===== config.mk =====
export PLATFORM = sky130hd
export DESIGN_NAME = lps_ctrl
export DESIGN_NICKNAME = d
export VERILOG_FILES = /design/src/common/lps_pkg.sv /design/src/core/lps_ctrl.sv
export SDC_FILE = /design/constraint.sdc
export NUM_CORES = 1
export LEC_CHECK = 0
export BUFFER_PORTS_ARGS = -buffer_cell sky130_fd_sc_hd__buf_4
export CAP_MARGIN = 15
export CORE_MARGIN = 8
export CORE_UTILIZATION = 30
export DETAILED_ROUTE_END_ITERATION = 7
export GPL_TIMING_DRIVEN = 0
export PLACE_DENSITY = 0.55
export SLEW_MARGIN = 20
export SYNTH_ARGS = -nofsm -noshare
export SYNTH_HDL_FRONTEND = slang
export SYNTH_SLANG_ARGS = --single-unit

===== constraint.sdc =====
create_clock -name ref_clk -period 2.75 [get_ports ref_clk]
set_input_delay 0.275 -clock ref_clk [delete_from_list [all_inputs] [get_ports ref_clk]]
set_output_delay 0.275 -clock ref_clk [all_outputs]
set_load 0.1 [all_outputs]

===== src/common/lps_pkg.sv =====
// Package for the low-power state controller: states, timing and grouped signals.
package lps_pkg;

   // ==========================================================================
   // Timing.
   localparam int          CLK_PERIOD_PS     = 5000;
   localparam int          BCLK_PERIOD_PS    = 10000;
   localparam int          STOP_CLOCK_REQUEST_EXIT_BCLKS = 10;
   localparam int          SLEEP_ENTER_BCLKS = 10;
   localparam int          SLEEP_EXIT_BCLKS  = 10;
   // Longest times round down, never below one cycle.
   localparam int          STOP_CLOCK_REQUEST_EXIT_CYC   = (STOP_CLOCK_REQUEST_EXIT_BCLKS * BCLK_PERIOD_PS / CLK_PERIOD_PS < 1)
                                               ? 1 : STOP_CLOCK_REQUEST_EXIT_BCLKS * BCLK_PERIOD_PS / CLK_PERIOD_PS;
   localparam int          SLEEP_ENTER_CYC   = (SLEEP_ENTER_BCLKS * BCLK_PERIOD_PS / CLK_PERIOD_PS < 1)
                                               ? 1 : SLEEP_ENTER_BCLKS * BCLK_PERIOD_PS / CLK_PERIOD_PS;
   localparam int          SLEEP_EXIT_CYC    = (SLEEP_EXIT_BCLKS * BCLK_PERIOD_PS / CLK_PERIOD_PS < 1)
                                               ? 1 : SLEEP_EXIT_BCLKS * BCLK_PERIOD_PS / CLK_PERIOD_PS;
   localparam int          CNT_W             = 6;

   // ==========================================================================
   // Clock-stop control register bit and reset value.
   localparam logic [11:0] CLKSTOP_MSR_ADDR  = 12'h02A;
   localparam int          CLKSTOP_BIT       = 26;
   localparam logic        CLKSTOP_RST       = 1'b0;

   // ==========================================================================
   // Special bus cycle codes driven on the byte enables.
   localparam logic [7:0]  BE_IDLE           = 8'h00;
   localparam logic [7:0]  BE_HALT           = 8'h02;
   localparam logic [7:0]  BE_STOP_GRANT     = 8'h04;
   localparam logic [4:0]  REQ_SPECIAL       = 5'h08;
   localparam logic [4:0]  REQ_IDLE          = 5'h00;

   // ==========================================================================
   // Power states, one-hot.
   typedef enum logic [7:0] {
      ST_NORMAL   = 8'h01,
      ST_HALT     = 8'h02,
      ST_GRANT    = 8'h04,
      ST_SNOOP    = 8'h08,
      ST_SLP_IN   = 8'h10,
      ST_SLEEP    = 8'h20,
      ST_SLP_OUT  = 8'h40,
      ST_RESUME   = 8'h80
   } lps_state_t;

   // Interrupt-like events from the pins, all active high here.
   typedef struct packed {
      logic smi;
      logic bus_init;
      logic warm_init;
      logic [1:0] lint;
   } lps_evt_t;

   // Special bus cycle request towards the bus unit.
   typedef struct packed {
      logic       valid;
      logic [7:0] byte_enables;
      logic [4:0] req;
   } lps_cycle_t;

endpackage : lps_pkg


===== src/core/lps_ctrl.sv =====
// Processor low-power state controller: halt, stop-grant, snoop and sleep.
// What this block and the system must do
// RQ1 - Core clocks fully stop in grant and sleep only when control bit 26 set.
// RQ2 - System never keeps one processor asleep while another runs or is granted.
// RQ3 - Halt instruction enters auto halt and issues a halt special cycle.
// RQ4 - Management interrupt, bus init, warm restart or local pins leave halt; reset reinitializes.
// RQ5 - Management interrupt from halt runs handler; return may go to normal or halt. Code: return never re-enters halt.
// RQ6 - Cache purge in halt flushes both cache levels then goes back to halt.
// RQ7 - Address bit 20 mask in halt applies before cache lookup and bus access.
// RQ8 - Stop request in halt gives grant cycle; release resumes halt without new cycle.
// RQ9 - Stop request enters grant with a grant cycle; release exits within ten bus clocks.
// RQ10 - In grant, system leaves open-drain pins undriven and other inputs inactive.
// RQ11 - In grant, bus init is latched for later; cache purge is not serviced.
// RQ12 - Reset in grant reinitializes but stays in grant until stop request released.
// RQ13 - Other interrupts in grant are latched and serviced after return to normal.
// RQ14 - Address strobe in grant or halt enters snoop until serviced, then returns.
// RQ15 - Sleep request only from grant, 100 bus clocks after grant cycle completes.
// RQ16 - Sleep reached ten bus clocks after request; context kept; exit within ten.
// RQ17 - Sleep request is ignored in normal and auto halt.
// RQ18 - System blocks bus traffic and holds inputs still across sleep transitions.
// RQ19 - System wakes the sleeping device for snoops and interrupts by releasing requests.
// RQ20 - Reset held in sleep resets directly, skipping grant.
// RQ21 - Interrupt-controller clock runs in halt and grant; may stop only in sleep.
// RQ22 - No low-power entry until cache queues empty; cache requests resume on return.
`timescale 1ns/1ps
`default_nettype none

module lps_ctrl #(
   parameter int STP_EXIT_CYC  = lps_pkg::STOP_CLOCK_REQUEST_EXIT_CYC,
   parameter int SLP_ENTER_CYC = lps_pkg::SLEEP_ENTER_CYC,
   parameter int SLP_EXIT_CYC  = lps_pkg::SLEEP_EXIT_CYC
) (
   // Clock, reset and enable.
   input  wire logic              ref_clk,
   input  wire logic              srst,
   input  wire logic              clk_en,
   // Pin requests from system logic, asynchronous, active high here.
   input  wire logic              stop_clock_request,
   input  wire logic              sleep_request,
   input  wire logic              reset_request,
   input  wire lps_pkg::lps_evt_t evt_pins,
   input  wire logic              cache_flush_request,
   input  wire logic              addr_bit20_mask,
   input  wire logic              address_strobe,
   input  wire logic              snoop_done,
   // Core-side inputs on ref_clk.
   input  wire logic              halt_exec,
   input  wire logic              smm_resume_halt,
   input  wire logic              smm_return,
   input  wire logic              cache_queues_empty,
   input  wire logic              flush_done,
   input  wire logic              cycle_done,
   input  wire logic              msr_wr,
   input  wire logic [11:0]       msr_addr,
   input  wire logic [31:0]       msr_wdata,
   // Outputs.
   output var  lps_pkg::lps_cycle_t  bus_cycle,
   output var  lps_pkg::lps_state_t  state,
   output var  logic              core_clk_stop,
   output var  logic              core_reinit,
   output var  logic              flush_start,
   output var  logic              a20_mask_active,
   output var  logic              smm_enter,
   output var  lps_pkg::lps_evt_t pending_evt,
   output var  logic              evt_service,
   output var  logic              cache_req_enable
);

   // ==========================================================================
   // Two-stage synchronisers for every pin input.
   localparam int NSYNC = 13;
   logic [NSYNC-1:0] pin_raw;
   logic [NSYNC-1:0] sync1_q;
   logic [NSYNC-1:0] sync2_q;

   assign pin_raw = {stop_clock_request, sleep_request, reset_request, evt_pins,
                     cache_flush_request, addr_bit20_mask, address_strobe, snoop_done,
                     1'b0};

   always_ff @(posedge ref_clk) begin
      if (srst) begin
         sync1_q <= '0;
         sync2_q <= '0;
      end else if (clk_en) begin
         sync1_q <= pin_raw;
         sync2_q <= sync1_q;
      end
   end

   wire              stp_s   = sync2_q[12];
   wire              slp_s   = sync2_q[11];
   wire              rst_s   = sync2_q[10];
   wire lps_pkg::lps_evt_t evt_s = sync2_q[9:5];
   wire              flush_s = sync2_q[4];
   wire              a20_s   = sync2_q[3];
   wire              ads_s   = sync2_q[2];
   wire              snpd_s  = sync2_q[1];

   // ==========================================================================
   // Decode helpers.
   function automatic logic any_evt(input lps_pkg::lps_evt_t e);
      any_evt = e.smi | e.bus_init | e.warm_init | (|e.lint);
   endfunction : any_evt

   function automatic logic is_low_power(input lps_pkg::lps_state_t s);
      is_low_power = (s != lps_pkg::ST_NORMAL) && (s != lps_pkg::ST_RESUME);
   endfunction : is_low_power

   // ==========================================================================
   // State registers.
   localparam int        CNT_W_L = lps_pkg::CNT_W;
   lps_pkg::lps_state_t  st_q, st_d;
   lps_pkg::lps_state_t  ret_q, ret_d;
   logic                 from_halt_q, from_halt_d;
   logic                 clkstop_en_q;
   logic                 in_smm_q;
   logic                 flushing_q;
   logic [CNT_W_L-1:0]   cnt_q, cnt_d;
   lps_pkg::lps_evt_t    latched_q;

   wire [CNT_W_L-1:0] stp_lim  = CNT_W_L'(STP_EXIT_CYC - 1);
   wire [CNT_W_L-1:0] sin_lim  = CNT_W_L'(SLP_ENTER_CYC - 1);
   wire [CNT_W_L-1:0] sout_lim = CNT_W_L'(SLP_EXIT_CYC - 1);

   // Halt entry waits for the cache queues to drain.
   wire halt_go  = halt_exec && cache_queues_empty && !in_smm_q;          // RQ3 RQ22
   wire stop_go  = stp_s && cache_queues_empty;                           // RQ22
   wire wake_evt = any_evt(evt_s) || any_evt(latched_q);                  // RQ4
   wire in_grant = (st_q == lps_pkg::ST_GRANT);
   // Events arriving in grant or sleep transitions are held, not serviced.
   wire hold_evt = in_grant || (st_q == lps_pkg::ST_SLP_IN) || (st_q == lps_pkg::ST_SLEEP)
                   || (st_q == lps_pkg::ST_SLP_OUT) || (st_q == lps_pkg::ST_RESUME);

   // ==========================================================================
   // Next-state logic.
   always_comb begin
      st_d        = st_q;
      ret_d       = ret_q;
      from_halt_d = from_halt_q;
      cnt_d       = cnt_q;
      case (st_q)
         lps_pkg::ST_NORMAL: begin
            if (stop_go) begin
               st_d        = lps_pkg::ST_GRANT;                           // RQ9
               from_halt_d = 1'b0;
            end else if (halt_go) begin
               st_d = lps_pkg::ST_HALT;                                   // RQ3
            end
         end
         lps_pkg::ST_HALT: begin
            if (stop_go) begin
               st_d        = lps_pkg::ST_GRANT;                           // RQ8
               from_halt_d = 1'b1;
            end else if (ads_s) begin
               st_d  = lps_pkg::ST_SNOOP;                                 // RQ14
               ret_d = lps_pkg::ST_HALT;
            end else if (wake_evt) begin
               st_d = lps_pkg::ST_NORMAL;                                 // RQ4 RQ5
            end
         end
         lps_pkg::ST_GRANT: begin
            cnt_d = '0;
            if (slp_s) begin
               st_d = lps_pkg::ST_SLP_IN;                                 // RQ15 RQ17
            end else if (ads_s) begin
               st_d  = lps_pkg::ST_SNOOP;                                 // RQ14
               ret_d = lps_pkg::ST_GRANT;
            end else if (!stp_s) begin
               st_d = lps_pkg::ST_RESUME;                                 // RQ9
            end
         end
         lps_pkg::ST_SNOOP: begin
            if (snpd_s) begin
               st_d = ret_q;                                              // RQ14
            end
         end
         lps_pkg::ST_SLP_IN: begin
            cnt_d = cnt_q + CNT_W_L'(1);
            if (cnt_q >= sin_lim) begin
               st_d  = lps_pkg::ST_SLEEP;                                 // RQ16
               cnt_d = '0;
            end
         end
         lps_pkg::ST_SLEEP: begin
            cnt_d = '0;
            if (!slp_s) begin
               st_d = lps_pkg::ST_SLP_OUT;                                // RQ16
            end
         end
         lps_pkg::ST_SLP_OUT: begin
            cnt_d = cnt_q + CNT_W_L'(1);
            if (cnt_q >= sout_lim) begin
               st_d  = lps_pkg::ST_GRANT;                                 // RQ16
               cnt_d = '0;
            end
         end
         lps_pkg::ST_RESUME: begin
            cnt_d = cnt_q + CNT_W_L'(1);
            if (stp_s) begin
               st_d  = lps_pkg::ST_GRANT;
               cnt_d = '0;
            end else if (cnt_q >= stp_lim) begin
               // Released from halt: back to halt with no new halt cycle.
               st_d  = from_halt_q ? lps_pkg::ST_HALT : lps_pkg::ST_NORMAL; // RQ8 RQ9
               cnt_d = '0;
            end
         end
         default: begin
            st_d = lps_pkg::ST_NORMAL;
         end
      endcase
      // Reset pin: sleep resets straight to normal, grant stays in grant.
      if (rst_s) begin
         cnt_d = '0;
         if (in_grant) begin
            st_d = lps_pkg::ST_GRANT;                                     // RQ12
         end else begin
            st_d = lps_pkg::ST_NORMAL;                                    // RQ4 RQ20
         end
      end
   end

   // ==========================================================================
   // Special cycle selection, issued only on entry.
   wire enter_halt  = (st_q == lps_pkg::ST_NORMAL) && (st_d == lps_pkg::ST_HALT);
   wire enter_grant = (st_d == lps_pkg::ST_GRANT) && ((st_q == lps_pkg::ST_NORMAL)
                      || (st_q == lps_pkg::ST_HALT));
   lps_pkg::lps_cycle_t cyc_d;
   assign cyc_d.valid        = enter_halt || enter_grant;                 // RQ3 RQ9
   assign cyc_d.byte_enables = enter_grant ? lps_pkg::BE_STOP_GRANT
                             : enter_halt ? lps_pkg::BE_HALT : lps_pkg::BE_IDLE;
   assign cyc_d.req          = (enter_halt || enter_grant) ? lps_pkg::REQ_SPECIAL
                                                           : lps_pkg::REQ_IDLE;

   // Management interrupt taken from halt goes to normal; the handler's return does not change the state.
   wire smi_take = (st_q == lps_pkg::ST_HALT) && (evt_s.smi || latched_q.smi) && !stp_s
                   && !ads_s && !rst_s;                                   // RQ5
   // Flush only in halt; never in grant.
   wire flush_take = (st_q == lps_pkg::ST_HALT) && flush_s && !flushing_q && !stp_s; // RQ6 RQ11
   wire evt_now   = (st_q == lps_pkg::ST_NORMAL) && any_evt(latched_q);  // RQ13
   wire clk_off   = clkstop_en_q && ((st_q == lps_pkg::ST_GRANT)
                    || (st_q == lps_pkg::ST_SLEEP));                      // RQ1
   wire wr_clkstop = msr_wr && (msr_addr == lps_pkg::CLKSTOP_MSR_ADDR);

   // ==========================================================================
   // Registers.
   always_ff @(posedge ref_clk) begin
      if (srst) begin
         st_q         <= lps_pkg::ST_NORMAL;
         ret_q        <= lps_pkg::ST_HALT;
         from_halt_q  <= 1'b0;
         cnt_q        <= '0;
         clkstop_en_q <= lps_pkg::CLKSTOP_RST;
         in_smm_q     <= 1'b0;
         flushing_q   <= 1'b0;
         latched_q    <= '0;
      end else if (clk_en) begin
         st_q        <= smi_take ? lps_pkg::ST_NORMAL : st_d;
         ret_q       <= ret_d;
         from_halt_q <= from_halt_d;
         cnt_q       <= cnt_d;
         if (wr_clkstop) begin
            clkstop_en_q <= msr_wdata[lps_pkg::CLKSTOP_BIT];              // RQ1
         end
         if (smi_take) begin
            in_smm_q <= 1'b1;
         end else if (smm_return) begin
            in_smm_q <= 1'b0;
         end
         if (flush_take) begin
            flushing_q <= 1'b1;
         end else if (flush_done) begin
            flushing_q <= 1'b0;
         end
         // Set wins over clear; sleep does not latch anything.
         if (st_q != lps_pkg::ST_SLEEP) begin
            latched_q <= (evt_now || smi_take ? '0 : latched_q)
                         | (hold_evt ? evt_s : '0);                       // RQ11 RQ13
         end
      end
   end

   // Handler return asking for halt; it only drives cache_req_enable, the state is left unchanged.
   wire smm_to_halt = smm_return && smm_resume_halt && in_smm_q;          // RQ5

   always_ff @(posedge ref_clk) begin
      if (srst) begin
         bus_cycle        <= '0;
         state            <= lps_pkg::ST_NORMAL;
         core_clk_stop    <= 1'b0;
         core_reinit      <= 1'b0;
         flush_start      <= 1'b0;
         a20_mask_active  <= 1'b0;
         smm_enter        <= 1'b0;
         pending_evt      <= '0;
         evt_service      <= 1'b0;
         cache_req_enable <= 1'b1;
      end else if (clk_en) begin
         bus_cycle        <= cyc_d;
         state            <= st_q;
         core_clk_stop    <= clk_off;
         core_reinit      <= rst_s && (st_q != lps_pkg::ST_SLEEP || !slp_s); // RQ4 RQ12 RQ20
         flush_start      <= flush_take;                                  // RQ6
         a20_mask_active  <= a20_s;                                       // RQ7
         smm_enter        <= smi_take;                                    // RQ5
         pending_evt      <= latched_q;
         evt_service      <= evt_now;                                     // RQ13
         cache_req_enable <= !is_low_power(st_q) || smm_to_halt;          // RQ22
      end
   end

endmodule : lps_ctrl

`default_nettype wire


==> flow_summary.yaml, run 1 <==
timing:
  final.setup.worst_slack_ns: 0.206
  fmax_mhz: 393
  drv_slew: 0
  finClkSkew_ns: 0.00584
  finalSetupTns_ns: 0
  slew_headroom_pct: 51.8
  post-route-period-util_pct: 92.5
  hold_viol: 0
  rsz0062_at_grt: "no"
  setup_viol: 0
  tightestPinTransition_ns: 0.723
  period_needed_ns: 2.54
worst_setup_path:
  worstPathRequired_ns: 2.96
  reg2reg_from: "st_q[4]"
  worst_r2r_endpoint: "cnt_q[4]"
  reg2reg_depth: 7
  critPathMaxStageDelay_ns: 0.56
  reg2reg_slack_ns: 0.21
  critPathLaunchType: "flip-flop"
  crit_buf_inv: 1
  cpMostUsedCell: "o21ai_0"
  crit_slowest_cell: "or4_1"
  critPathKind: "flip-flop to flip-flop"
  worstPathCellList: "or4_1 -> or3_1 -> buf_2 -> o21ai_0 -> o21ai_2 -> o21ai_0 -> nor2_1"
  crit_family: "simple AND/OR/NAND/NOR gates"
  cp_max_fo: 10
  worstPathArrival_ns: 2.76
  endpoint_kind: "flip-flop"
synth:
  avgSynthCellArea_um2: 8.75
  synth-edff-count: 0
  yosysSeqAreaShare_pct: 41.9
  synth-seq-cells: 72
  synth_area_mm2: 0.00344
  synth_cells: 393
  synth_warnings: 0
  synth_cell_types: 60
  async_flop_share_pct: 0
  synth_ff_type: "dfxtp_1"
clocking:
  post_cts_buffers: 0
  clockBufferDepth: 2
  root_buffer: "clkbuf_16"
  path_clk_slew_ns: 0.06
  htreeDepth: 3
  cts_tree: "built"
  cts_hold_buf: 0
  cts_made_buffers: 9
  cts.sinks: 72
  worst_skew_pair.late_latency_ns: 0.34
  cts_resized: 0
route:
  first_iter_violations: 169
  totalWireLength_um: 10200
  drc: 0
  dr_total_vias: 3145
  routedWlPerCell_um: 16.5
  drtPass1Iterations: 4
  ant_nets: 0
  vias_per_cell: 5.11
power:
  p_int_uw: 1800
  power_density_mw_per_mm2: 582
  p_leak_uw: 0.00178
  swShare_pct: 29.0
  p_clk_share_pct: 43.8
  share_comb_of_total_power_pct: 13.5
  ir_drop_mv: 0.367
  p_seq_share_pct: 42.7
  p_sw_uw: 734
run_status:
  outcome: "complete, no violations"
die:
  fp.dieH_um: 123
  die_w_um: 123
  ios: 100
  std_cell_rows: 39
  die-area_mm2: 0.0151
  core_mm2: 0.0113
  start_util_pct: 30.4
hold_path:
  min_from: "flush_done"
  min_delay_worst_endpoint: "flushing_q"
  hold_path_depth: 2
  hp-class: "input pin to flip-flop"
cells_and_area:
  nNetsFinal: 535
  design_area_mm2: 0.00435
  n_antenna_cell: 0
  drive_above_1_share_pct: 21.4
  syn_to_final_growth_pct: 26.5
global_routing:
  grt_usage_pct: 13.5
  antenna_found_initial: 0
  first_global_vias: 3030
  grt_max_degree: 15
  grt_pass1_wl_um: 15900
  grt_overflow: 0
place:
  port_buffers: 55
  place_area_mm2: 0.00407
  gp_congestion: 0.893
  place_ws_ns: 0.180
  hpwl_um: 7590
run:
  drv_cap: 0
[worst max-delay path by stage]
stage	slack [ns]	depth (start not counted)	end	start
floorplan	0.51	7	bus_cycle[13]	st_q[1]
global placement	0.12	6	st_q[0]	st_q[4]
detailed placement	0.18	6	st_q[5]	st_q[4]
CTS	0.14	6	st_q[5]	st_q[4]
global route	0.05	7	cnt_q[3]	st_q[4]
finish	0.21	7	cnt_q[4]	st_q[4]
[layer usage]
layer	global-route usage, %	wire [um]	vias up
li1	-	-	1541
met5	0	0	-
met1	15.6	4320	1504
met2	23.9	5080	87
met3	3.24	628	13
met4	4.44	140	0
[power by group through the flow]
stage	Clock (uW)	Combinational, uW	Sequential (uW)
after global routing	1180	365	1080
after floorplan	0	222	1130
after detailed placement	0	339	1110
after CTS	1130	340	1080
final	1110	342	1080
after global placement	0	337	1110
[metrics by stage]
step	power [uW]	cells	hold slack (ns)	util [%]
final	2530	616	0.152	38.4
after global routing	2630	616	0.160	38.4
after CTS	2560	616	0.146	38.4
after detailed placement	1440	600	0.452	35.9
after global placement	1440	600	0.457	35.9
after floorplan	1350	402	0.394	-
[state kept, by name (all words and copies together) (netlist names), 2 cells and up]
signal / flops
st_q: 8
sync1_q: 12
ret_q: 2
pending_evt: 5
state: 8
sync2_q: 12
cnt_q: 6
latched_q: 5
bus_cycle: 3
[worst register-to-register path, stage by stage (launching register included)]
cell and delay (ns):
dfxtp_1 0.38, or4_1 0.56, or3_1 0.38, buf_2 0.20, o21ai_0 0.16, o21ai_2 0.20
o21ai_0 0.45, nor2_1 0.10
[cell families (layout without fill, tap and decap cells)]
family | count (synthesis) | after routing | synth area share (%)
simple gates | 162 | 162 | 24.5
compound gates | 65 | 65 | 13.0
fa+ha+maj | 1 | 1 | 0.364
flops | 72 | 72 | 41.9
xor+xnor | 4 | 4 | 1.02
buf+inv | 44 | 115 | 6.33
mux | 44 | 44 | 12.8
other cells | 1 | 10 | 0.109
[cells in the mapped netlist (all sizes together) (2+ instances only)]
| cell | number | area share (%) |
|---|---|---|
| buf | 19 | 3.6 |
| nand3b | 3 | 0.65 |
| nand4 | 6 | 1.1 |
| a21oi | 22 | 3.3 |
| nor4b | 4 | 1.0 |
| nor4 | 7 | 1.3 |
| xor2 | 3 | 0.76 |
| nor2b | 4 | 0.73 |
| inv | 4 | 0.44 |
| a211oi | 2 | 0.58 |
| mux2i | 44 | 13 |
| nand4b | 6 | 1.5 |
| nor3 | 10 | 1.5 |
| o32ai | 2 | 0.51 |
| nor3b | 2 | 0.44 |
| o2111ai | 3 | 1.3 |
| and4b | 2 | 0.58 |
| or2 | 3 | 0.55 |
| and3 | 3 | 0.55 |
| nor4bb | 2 | 0.58 |
| nor2 | 62 | 6.8 |
| nand3 | 13 | 1.9 |
| clkbuf | 20 | 2.2 |
| nand2b | 2 | 0.36 |
| o31ai | 2 | 0.44 |
| or3 | 4 | 1.0 |
| a31oi | 2 | 0.36 |
| nand2 | 23 | 2.5 |
| o21ai | 13 | 2.0 |
| o22ai | 2 | 0.36 |
| a22oi | 5 | 1.1 |
| dfxtp | 72 | 42 |
| o211ai | 3 | 0.65 |
| or4 | 2 | 0.55 |
[cells in the final DEF, fill, tap and decap left out, types with 3 or more instances in the layout]
cell type / synthesis / routed
or2_2: 3 / 3
nand3_1: 13 / 13
nor4b_1: 4 / 4
dfxtp_1: 72 / 72
conb_1: 1 / 10
clkbuf_1: 20 / 20
inv_1: 4 / 4
xor2_1: 3 / 3
nor3_1: 10 / 10
mux2i_1: 44 / 44
o21ai_0: 12 / 12
and3_1: 3 / 3
a21oi_1: 21 / 21
buf_4: 11 / 66
nand3b_1: 3 / 3
buf_2: 3 / 3
o211ai_1: 3 / 3
buf_1: 4 / 4
nand2_1: 23 / 23
a22oi_1: 5 / 5
nor4_1: 7 / 6
nor2_1: 62 / 62
clkbuf_16: 0 / 9
nand4b_1: 6 / 6
nor2b_1: 4 / 4
nand4_1: 6 / 6
[final cells by class]
| cell class | instances | area [um^2] |
|---|---|---|
| multi-input cells | 286 | 1820 |
| clock inverters | 7 | 55.1 |
| fillers | 1184 | 6970 |
| clock buffers | 9 | 225 |
| plain buffers | 39 | 199 |
| repair buffers | 55 | 413 |
| well taps | 143 | 179 |
| inverters | 5 | 18.8 |
| flip-flops and latches | 72 | 1440 |
Power figures use the tool's default switching activity.
==> run 2: changes to the inputs <==
- CELL_PAD_IN_SITES_DETAIL_PLACEMENT: default -> 1
- CELL_PAD_IN_SITES_GLOBAL_PLACEMENT: default -> 1
- PLACE_DENSITY: 0.55 -> 0.69
==> run 2 against run 1 <==
Net effect: cell count stayed put; routed wire length is 5.6% higher; total power is 3.7% higher; die area stayed put; register-to-register slack worse by 0.04 ns; count of clock-buffer cells in the layout stayed put.
==> flow_summary.yaml, run 2 (synthesis gave the netlist of run 1 again) <==
die:
  std_cell_rows: 39
  die_w_um: 123
  fp.dieH_um: 123
  core_mm2: 0.0113
  die-area_mm2: 0.0151
  start_util_pct: 30.4
  ios: 100
place:
  port_buffers: 55
  placed_cells: 600
  hpwl_um: 8070
  place_area_mm2: 0.00407
  gp_congestion: 0.872
timing:
  slew_headroom_pct: 52.4
  finalSetupTns_ns: 0
  fmax_mhz: 386
  post-route-period-util_pct: 94.1
  finClkSkew_ns: 0.00817
  tightestPinTransition_ns: 0.715
  period_needed_ns: 2.59
  hold_viol: 0
  setup_viol: 0
  rsz0062_at_grt: "no"
  drv_slew: 0
route:
  vias_per_cell: 5.12
  routedWlPerCell_um: 17.4
  ant_nets: 0
  drc: 0
  totalWireLength_um: 10700
  first_iter_violations: 104
  drtPass1Iterations: 4
  dr_total_vias: 3156
worst_setup_path:
  reg2reg_from: "st_q[4]"
  critPathMaxStageDelay_ns: 0.56
  cpMostUsedCell: "o21ai_0"
  worstPathArrival_ns: 2.80
  startpoint: "st_q[4]"
  cp_max_fo: 10
  endpoint_kind: "flip-flop"
  critPathLaunchType: "flip-flop"
  critPathKind: "flip-flop to flip-flop"
  worstPathRequired_ns: 2.96
  crit_slowest_cell: "or4_1"
  reg2reg_slack_ns: 0.16
  worstPathCellList: "or4_1 -> or3_1 -> buf_2 -> o21ai_0 -> o21ai_2 -> o21ai_0 -> nor2_1"
global_routing:
  antenna_found_initial: 0
  grt_max_degree: 15
  first_global_vias: 3392
  grt_pass1_wl_um: 17200
  grt_overflow: 0
  grt_usage_pct: 14.5
cells_and_area:
  stdcell_count: 616
  mostFrequentLayoutCells: "dfxtp_1, buf_4, nor2_1"
  syn_to_final_growth_pct: 27.2
  n_antenna_cell: 0
  nNetsFinal: 535
  reg_top3: "sync1_q (12), sync2_q (12)"
  drive_above_1_share_pct: 21.6
  design_area_mm2: 0.00438
  final_common_cell: "dfxtp_1"
clocking:
  cts_tree: "built"
  path_clk_slew_ns: 0.06
  cts_hold_buf: 0
  cts_made_buffers: 9
  clockBufferDepth: 2
  htreeDepth: 3
  cts.sinks: 72
  root_buffer: "clkbuf_16"
  worst_skew_pair.late_latency_ns: 0.33
hold_path:
  min_from: "flush_done"
  hp-class: "input pin to flip-flop"
run_status:
  outcome: "complete, no violations"
power:
  ir_drop_mv: 0.341
  p_leak_uw: 0.00179
  power_density_mw_per_mm2: 600
run:
  drv_cap: 0
==> run 2: layer usage <==
layer	track usage, %	routed length [um]
met2	26.6	5490
met5	0	0
met1	15.9	4500
met4	5.49	179
met3	3.33	578
==> run 2: report_power, final <==
part | total, uW | leakage [uW] | switching (uW) | internal (uW)
clock | 1200 | 0.000150 | 491 | 712
combinational | 341 | 0.00106 | 228 | 113
sequential | 1080 | 0.000584 | 17.6 | 1070
total | 2630 | 0.00179 | 737 | 1890
==> run 2: area by class of cell <==
class                   count  area [um^2]
plain buffers              39          200
clock buffers               9          225
clock inverters             7         78.8
fillers                  1360         6940
inverters                   5         18.8
multi-input cells         286         1820
flip-flops and latches     72         1440
well taps                 143          179
repair buffers             55          413
==> run 2: final timing paths <==
kind                            cells past startpoint           to
worst min-delay path                                2   flushing_q
worst min register to register                      2  flush_start
worst max-delay path                                7     cnt_q[0]
worst max register to register                      7     cnt_q[0]
==> run 2: repair_timing <==
item | in CTS | in global routing
endpoints found under the setup margin | 0 | 16
resized for setup | 0 | 3
setup buffers | 0 | 0
hold endpoints to repair | 0 | 0
==> run 2: per-stage QoR <==
step	util (%)	power [uW]	worst slack (ns)	hold slack [ns]
after global placement	35.9	1440	0.103	0.459
after global routing	38.7	2720	0.000938	0.167
after detailed placement	35.9	1450	0.0345	0.469
after floorplan	-	1350	0.512	0.394
final	38.7	2630	0.162	0.145
after CTS	38.6	2650	0.0414	0.139
==> run 2: critical path, delay by kind of cell (launching register included) <==
family / cells / cell delay (ns)
simple gates: 3 / 1.05
compound gates: 3 / 0.85
flops: 1 / 0.38
buf+inv: 1 / 0.19
